`config.mk`:
```
export PLATFORM = sky130hd
export DESIGN_NAME = iev_top
export DESIGN_NICKNAME = d
export VERILOG_FILES = /design/src/include/iev_pkg.sv /design/src/logic/iev_arbiter.sv /design/src/logic/iev_top.sv
export VERILOG_INCLUDE_DIRS = /design/src /design/src/include
export SDC_FILE = /design/constraint.sdc
export NUM_CORES = 1
export LEC_CHECK = 0
export BUFFER_PORTS_ARGS = -buffer_cell sky130_fd_sc_hd__buf_2
export CAP_MARGIN = 20
export CORE_MARGIN = 10
export CORE_UTILIZATION = 30
export CTS_BUF_LIST = sky130_fd_sc_hd__clkbuf_8
export DETAILED_ROUTE_END_ITERATION = 7
export PLACE_DENSITY = 0.54
export RECOVER_POWER = 50
export SLEW_MARGIN = 15
export SYNTH_ARGS = -nofsm -noshare
export SYNTH_HDL_FRONTEND = slang
export SYNTH_SLANG_ARGS = --single-unit
```
`constraint.sdc`:
```
create_clock -name clk -period 2.4 [get_ports clk]
set_input_delay 0.72 -clock clk [delete_from_list [all_inputs] [get_ports clk]]
set_output_delay 0.72 -clock clk [all_outputs]
set_load 0.02 [all_outputs]
```
`src/include/iev_consts.svh`:
```
`ifndef IEV_CONSTS_SVH
`define IEV_CONSTS_SVH

// ==========================================================
// register map
`define IEV_ADDR_MASK_PRIMARY 8'hA8
`define IEV_RST_MASK          8'h00
`define IEV_BITADDR_HI        7:3
`define IEV_BITADDR_SEL       2:0

// ==========================================================
// primary enable register bit positions
`define IEV_BIT_GATE   7
`define IEV_BIT_SPIA   6
`define IEV_BIT_TMR2   5
`define IEV_BIT_UART   4
`define IEV_BIT_TMR1   3
`define IEV_BIT_EXT1   2
`define IEV_BIT_TMR0   1
`define IEV_BIT_EXT0   0

// ==========================================================
// fixed source order
`define IEV_NUM_SRC    23
`define IEV_SRC_EXT0   0
`define IEV_SRC_TMR0   1
`define IEV_SRC_EXT1   2
`define IEV_SRC_TMR1   3
`define IEV_SRC_UART   4
`define IEV_SRC_TMR2   5
`define IEV_SRC_SPIA   6
`define IEV_SRC_MID_LO 7
`define IEV_SRC_MID_HI 16
`define IEV_SRC_OSC    17
`define IEV_SRC_SPIB   18
`define IEV_SRC_PULSE  19
`define IEV_SRC_DMA    20
`define IEV_SRC_ENC    21
`define IEV_SRC_AES    22
`define IEV_NUM_EXT    16

// ==========================================================
// vector formation: base plus eight bytes per source
`define IEV_VEC_BASE   16'h0003
`define IEV_VEC_SHIFT  3

`endif

```
`src/include/iev_pkg.sv`:
```
package iev_pkg;

	typedef logic [4:0] iev_src_t;
	typedef logic [15:0] iev_vec_t;

	// service level currently running on the core
	typedef enum logic [3:0] {
		IEV_IDLE     = 4'b0001,
		IEV_LOW      = 4'b0010,
		IEV_HIGH     = 4'b0100,
		IEV_HIGH_PRE = 4'b1000
	} iev_level_e;

endpackage

```
`src/logic/iev_arbiter.sv`:
```
`timescale 1ns/1ns
module iev_arbiter
	import iev_pkg::*;
#(
	parameter int N = 23
) (
	input  wire logic [N-1:0] req,
	output logic              found,
	output iev_src_t          idx
);

	// lowest index wins, matching the fixed source order
	always_comb begin
		found = 1'b0;
		idx   = '0;
		for (int i = N - 1; i >= 0; i--) begin
			if (req[i]) begin
				found = 1'b1;
				idx   = iev_src_t'(i);
			end
		end
	end

endmodule // iev_arbiter

```
`src/logic/iev_top.sv`:
```
`timescale 1ns/1ns
`include "iev_consts.svh"
module iev_top
	import iev_pkg::*;
(
	input  wire logic                     clk,
	input  wire logic                     rst,
	input  wire logic [7:0]               sfr_addr,
	input  wire logic                     sfr_wr,
	input  wire logic                     sfr_rd,
	input  wire logic [7:0]               sfr_wdata,
	output logic      [7:0]               sfr_rdata_q,
	input  wire logic [7:0]               bit_addr,
	input  wire logic                     bit_wr,
	input  wire logic                     bit_wdata,
	input  wire logic                     ext_line_zero_pend,
	input  wire logic                     timer_zero_overflow,
	input  wire logic                     ext_line_one_pend,
	input  wire logic                     timer_one_overflow,
	input  wire logic                     async_serial_port_pend,
	input  wire logic                     timer_two_low_overflow,
	input  wire logic                     timer_two_high_overflow,
	input  wire logic                     serial_port_a_pend,
	input  wire logic [9:0]               mid_src_pend,
	input  wire logic                     lf_oscillator_failure_flag,
	input  wire logic                     transfer_done_flag,
	input  wire logic                     write_collision_flag,
	input  wire logic                     mode_fault_flag,
	input  wire logic                     receive_overrun_flag,
	input  wire logic                     pulse_counter_pend,
	input  wire logic                     dma_pend,
	input  wire logic                     encoder_pend,
	input  wire logic                     cipher_pend,
	input  wire logic [`IEV_NUM_EXT-1:0]  ext_irq_mask,
	input  wire logic [`IEV_NUM_SRC-1:0]  src_high_prio,
	input  wire logic                     core_ack,
	input  wire logic                     core_reti,
	output logic                          irq_req_q,
	output iev_vec_t                      irq_vector_q,
	output iev_src_t                      irq_src_q,
	output logic                          irq_high_q,
	output logic      [7:0]               mask_primary_q
);

	// ==========================================================
	// register access
	function automatic logic is_mask_bit(input logic [7:0] a);
		is_mask_bit = (a[`IEV_BITADDR_HI] == 5'(`IEV_ADDR_MASK_PRIMARY >> 3));
	endfunction

	logic [7:0] mask_d;
	logic [7:0] rdata_d;
	logic       byte_hit;
	logic       bit_hit;
	logic [7:0] bit_sel;

	// page select is ignored so the register is seen on every page
	assign byte_hit = (sfr_addr == `IEV_ADDR_MASK_PRIMARY);
	assign bit_hit  = bit_wr && is_mask_bit(bit_addr);
	assign bit_sel  = 8'h01 << bit_addr[`IEV_BITADDR_SEL];

	always_comb begin
		mask_d = mask_primary_q;
		if (sfr_wr && byte_hit) begin
			mask_d = sfr_wdata;
		end else if (bit_hit) begin
			mask_d = bit_wdata ? (mask_primary_q | bit_sel) : (mask_primary_q & ~bit_sel);
		end
	end

	// unmapped reads answer zero
	assign rdata_d = (sfr_rd && byte_hit) ? mask_primary_q : 8'h00;

	// ==========================================================
	// source gating
	logic [`IEV_NUM_SRC-1:0] pend;
	logic [`IEV_NUM_SRC-1:0] mask;
	logic [`IEV_NUM_SRC-1:0] armed;
	logic                    gate;

	assign gate = mask_primary_q[`IEV_BIT_GATE];

	// software-set flags arrive on the same inputs, so they vector identically
	assign pend[`IEV_SRC_EXT0] = ext_line_zero_pend;
	assign pend[`IEV_SRC_TMR0] = timer_zero_overflow;
	assign pend[`IEV_SRC_EXT1] = ext_line_one_pend;
	assign pend[`IEV_SRC_TMR1] = timer_one_overflow;
	assign pend[`IEV_SRC_UART] = async_serial_port_pend;
	assign pend[`IEV_SRC_TMR2] = timer_two_low_overflow | timer_two_high_overflow;
	assign pend[`IEV_SRC_SPIA] = serial_port_a_pend;
	assign pend[`IEV_SRC_MID_HI:`IEV_SRC_MID_LO] = mid_src_pend;
	// flag is read over the indirect space bridge, not a direct register
	assign pend[`IEV_SRC_OSC]  = lf_oscillator_failure_flag;
	// flags are level inputs owned by the port; nothing here clears them
	assign pend[`IEV_SRC_SPIB] = transfer_done_flag | write_collision_flag
		| mode_fault_flag | receive_overrun_flag;
	assign pend[`IEV_SRC_PULSE] = pulse_counter_pend;
	assign pend[`IEV_SRC_DMA]   = dma_pend;
	assign pend[`IEV_SRC_ENC]   = encoder_pend;
	assign pend[`IEV_SRC_AES]   = cipher_pend;

	assign mask[`IEV_SRC_EXT0] = mask_primary_q[`IEV_BIT_EXT0];
	assign mask[`IEV_SRC_TMR0] = mask_primary_q[`IEV_BIT_TMR0];
	assign mask[`IEV_SRC_EXT1] = mask_primary_q[`IEV_BIT_EXT1];
	assign mask[`IEV_SRC_TMR1] = mask_primary_q[`IEV_BIT_TMR1];
	assign mask[`IEV_SRC_UART] = mask_primary_q[`IEV_BIT_UART];
	assign mask[`IEV_SRC_TMR2] = mask_primary_q[`IEV_BIT_TMR2];
	assign mask[`IEV_SRC_SPIA] = mask_primary_q[`IEV_BIT_SPIA];
	// read-only flags are silenced through these mask bits or the gate bit
	assign mask[`IEV_SRC_AES:`IEV_SRC_MID_LO] = ext_irq_mask;

	assign armed = gate ? (pend & mask) : '0;

	// ==========================================================
	// arbitration
	iev_level_e level_q;
	iev_level_e level_d;
	logic       hi_found;
	logic       lo_found;
	iev_src_t   hi_idx;
	iev_src_t   lo_idx;
	logic       allow_hi;
	logic       allow_lo;
	logic       take_hi;
	logic       take_lo;
	logic       req_d;
	iev_src_t   src_d;
	iev_vec_t   vec_d;

	iev_arbiter #(
		.N (`IEV_NUM_SRC)
	) u_arb_hi (
		.req   (armed & src_high_prio),
		.found (hi_found),
		.idx   (hi_idx)
	);

	iev_arbiter #(
		.N (`IEV_NUM_SRC)
	) u_arb_lo (
		.req   (armed & ~src_high_prio),
		.found (lo_found),
		.idx   (lo_idx)
	);

	// a high routine blocks everything; a low routine admits only high
	assign allow_hi = (level_q == IEV_IDLE) || (level_q == IEV_LOW);
	assign allow_lo = (level_q == IEV_IDLE);
	assign take_hi  = allow_hi && hi_found;
	assign take_lo  = allow_lo && lo_found && !take_hi;
	// drop the request in the ack cycle so the taken source is not offered twice
	assign req_d    = (take_hi || take_lo) && !(core_ack && irq_req_q);
	assign src_d    = take_hi ? hi_idx : lo_idx;
	// vector table is a fixed stride, so the address is formed rather than stored
	assign vec_d    = iev_vec_t'(`IEV_VEC_BASE + (iev_vec_t'(src_d) << `IEV_VEC_SHIFT));

	always_comb begin
		level_d = level_q;
		if (core_reti) begin
			unique case (level_q)
				IEV_IDLE:     level_d = IEV_IDLE;
				IEV_LOW:      level_d = IEV_IDLE;
				IEV_HIGH:     level_d = IEV_IDLE;
				IEV_HIGH_PRE: level_d = IEV_LOW;
				default:      level_d = IEV_IDLE;
			endcase
		end else if (core_ack && irq_req_q) begin
			unique case (level_q)
				IEV_IDLE:     level_d = irq_high_q ? IEV_HIGH : IEV_LOW;
				IEV_LOW:      level_d = irq_high_q ? IEV_HIGH_PRE : IEV_LOW;
				IEV_HIGH:     level_d = IEV_HIGH;
				IEV_HIGH_PRE: level_d = IEV_HIGH_PRE;
				default:      level_d = IEV_IDLE;
			endcase
		end
	end

	// ==========================================================
	// registers
	always_ff @(posedge clk) begin
		if (rst) begin
			mask_primary_q <= `IEV_RST_MASK;
			sfr_rdata_q    <= 8'h00;
			level_q        <= IEV_IDLE;
			irq_req_q      <= 1'b0;
			irq_src_q      <= '0;
			irq_high_q     <= 1'b0;
			irq_vector_q   <= '0;
		end else begin
			mask_primary_q <= mask_d;
			sfr_rdata_q    <= rdata_d;
			level_q        <= level_d;
			irq_req_q      <= req_d;
			irq_src_q      <= src_d;
			irq_high_q     <= take_hi;
			irq_vector_q   <= vec_d;
		end
	end

endmodule // iev_top

```
==> qor.csv <==
metric,value,unit
status,finished clean,
TritonCTS Buffers,3,
Max-slew headroom,50.15,%
Worst Tran Pin Value,747.8,ps
Area contributors post-synth,"dfxtp_1 23%, nand4_1 6.3%, nor2_1 5.6%, buf_4 5.0%, and4b_1 3.8%",
placed insts,520,
Worst-path clk slew,90,ps
Synth top cells by count,"36 x nor2_1, 28 x dfxtp_1, 24 x nand4_1",
post-CTS setup buffer count,0,
VDD IR max,0.1663,mV
YS warnings,0,
clk sinks,28,
CP startpoint kind,flip-flop,
Vias,2736,
routability congestion estimate,0.8372,
Mapped Cells,309,
Via density,5.221,
Starting DRT DRC Count,125,
Final Worst Setup Slack,365.0,ps
width of the die,109.3,microns
"Hold Vio Cnt, Final",0,
ys async rst share,0,%
Max clock buf depth,2,
drt total wl,8407,microns
pin count of the biggest net entering global routing,53,
die span in y,109.3,microns
crit path DAT,2240,ps
count of final setup violators,0,
Setup Crit Path Kind,flip-flop to flip-flop,
Avg Inst Size Synth,7.746,sq um
clock period minus worst slack,2035,ps
Core Box Area,7727,sq um
TritonRoute pass-1 iters,4,
Initial Util,30.97,%
first-pass GRT wire length,13390,microns
Worst Hold Slack,542.4,ps
Root Buffer,clkbuf_8,
P_leak,1.442,nW
placed inst area,3034,sq um
I/O pin total,137,
endpoint class of the critical path,flip-flop,
TritonCTS clock tree,yes,
Post-Syn Area,2394,sq um
post-synth cell types,61,
Worst Hold Class,flip-flop to flip-flop,
Max Slew Vio Count,0,
Synth Flop Type,dfxtp_1,
post_cts resized,0,
initial antenna violation count,0,
Detail Route Antenna Nets,0,
"Core Util, Final",39.67,%
reg2reg end,irq_src_q[3],
Nets,521,
H-tree depth,1,
Worst-Skew Late Latency,270,ps
highest clock rate,491.4,MHz
Die ar.,11950,sq um
Hold Crit Depth,1,
Tcrit/Tclk final,84.79,%
FP Rows,32,
clk_skew,4.725,ps
WP data required,2610,ps
#FFs+latches synth,28,
# fillers,864,
grt total ovfl,0,
Pwr Total,920.8,uW
register area share after synthesis,23.42,%
layout cells sized above 1,30.57,%
hold endpoint,sfr_rdata_q[4],
Multi-input gate area,1649,sq um
worst reg2reg path depth,6,
Synth top area share,23.42,%
synth-to-layout area growth,28.07,%
GRT Util Overall,13.52,%
"critical path fanouts, max",52,
Final Non-Filler Cells,524,
"area leader, netlist",dfxtp_1,
"EDFF count, synth",0,
Pwr per Cell Area,300.4,nW/um^2
setup_tns,0,ps
flop-to-flop setup slack,370,ps
most frequent cell after synthesis,nor2_1,
IO buf count,127,
Seq. cell area,560.5,sq um
wire per inst,16.04,microns
vias in the first global route,2809,
unrepaired setup endpoints after global routing,no,
"Design Area, Final",3065,sq um
Max-Cap Viols,0,
ANT cells,0,
post-route DRC violation count,0,
pre-CTS setup slack,91.88,ps
CTS Hold Bufs,0,
Post-DP HPWL,7168,microns
[layout make-up]
cell class                      instances  area share, %
Multi-Input combinational cell        255          53.80
Timing Repair Buffer                  132          21.59
Sequential cell                        28          18.29
Tap cell                              102          4.163
Clock buffer                            4          1.796
Inverter                                3         0.3673
[routing by layer]
layer / up-vias / GRT usage [%] / wire length (microns)
met4: 0 / 2.788 / 55
met1: 1255 / 15.86 / 3664
met5: - / 0 / 0
li1: 1386 / - / -
met2: 93 / 24.19 / 4001
met3: 2 / 3.511 / 685
[critical path: stages, from the launching register on]
cell and delay [ps]:
dfxtp_1 380, buf_12 230, and4_1 270, and4bb_1 280, a2111oi_0 570, a32oi_1 110, nor2_1 120
[how the worst max path moves through the flow]
stage,depth (start not counted),to,slack [ps],start
after global routing,6,irq_src_q[3],240,flip-flop
after global placement,7,irq_src_q[0],130,write_collision_flag
final,6,irq_src_q[3],370,flip-flop
after CTS,7,irq_src_q[0],370,write_collision_flag
after detailed placement,7,irq_src_q[0],90,write_collision_flag
after floorplan,7,flip-flop,370,sfr_addr[6]
[layout by cell type (no fill, tap or decap), types with 2 or more instances in the layout]
cell type and instances:
a211o_1 2, a211oi_1 5, a21oi_1 15, a221oi_2 2, a31oi_1 3, and2_0 3, and2_1 6, and4_1 7
and4b_1 9, buf_2 108, buf_4 4, clkbuf_1 19, clkbuf_8 4, conb_1 9, dfxtp_1 28, inv_1 3
mux2i_1 8, nand2_1 19, nand2b_1 4, nand3_1 13, nand3b_1 3, nand4_1 24, nand4b_1 10, nor2_1 36
nor2b_1 7, nor3_1 8, nor3b_1 2, nor4_2 2, nor4b_1 2, o211ai_1 4, o21a_1 2, o21ai_0 9
o21ai_1 8, o22ai_1 2, o31ai_1 2, or3_1 2, xnor2_1 2
[power by group]
| group | leakage [nW] | switching, mW | internal [mW] |
|---|---|---|---|
| combinational | 1.19 | 0.0839 | 0.0787 |
| sequential | 0.226 | 0.00440 | 0.468 |
| clock | 0.0288 | 0.140 | 0.147 |
[logic make-up after synthesis]
family / share of synthesized area (%)
and+or+nand+nor: 44.69
buffers and inverters: 8.939
xor gates and xnor gates: 0.7320
other: 0.1567
AOI/OAI and AO/OA: 18.71
DFF: 23.42
muxes: 3.346
Note: power is estimated with default switching activity, not from simulation.
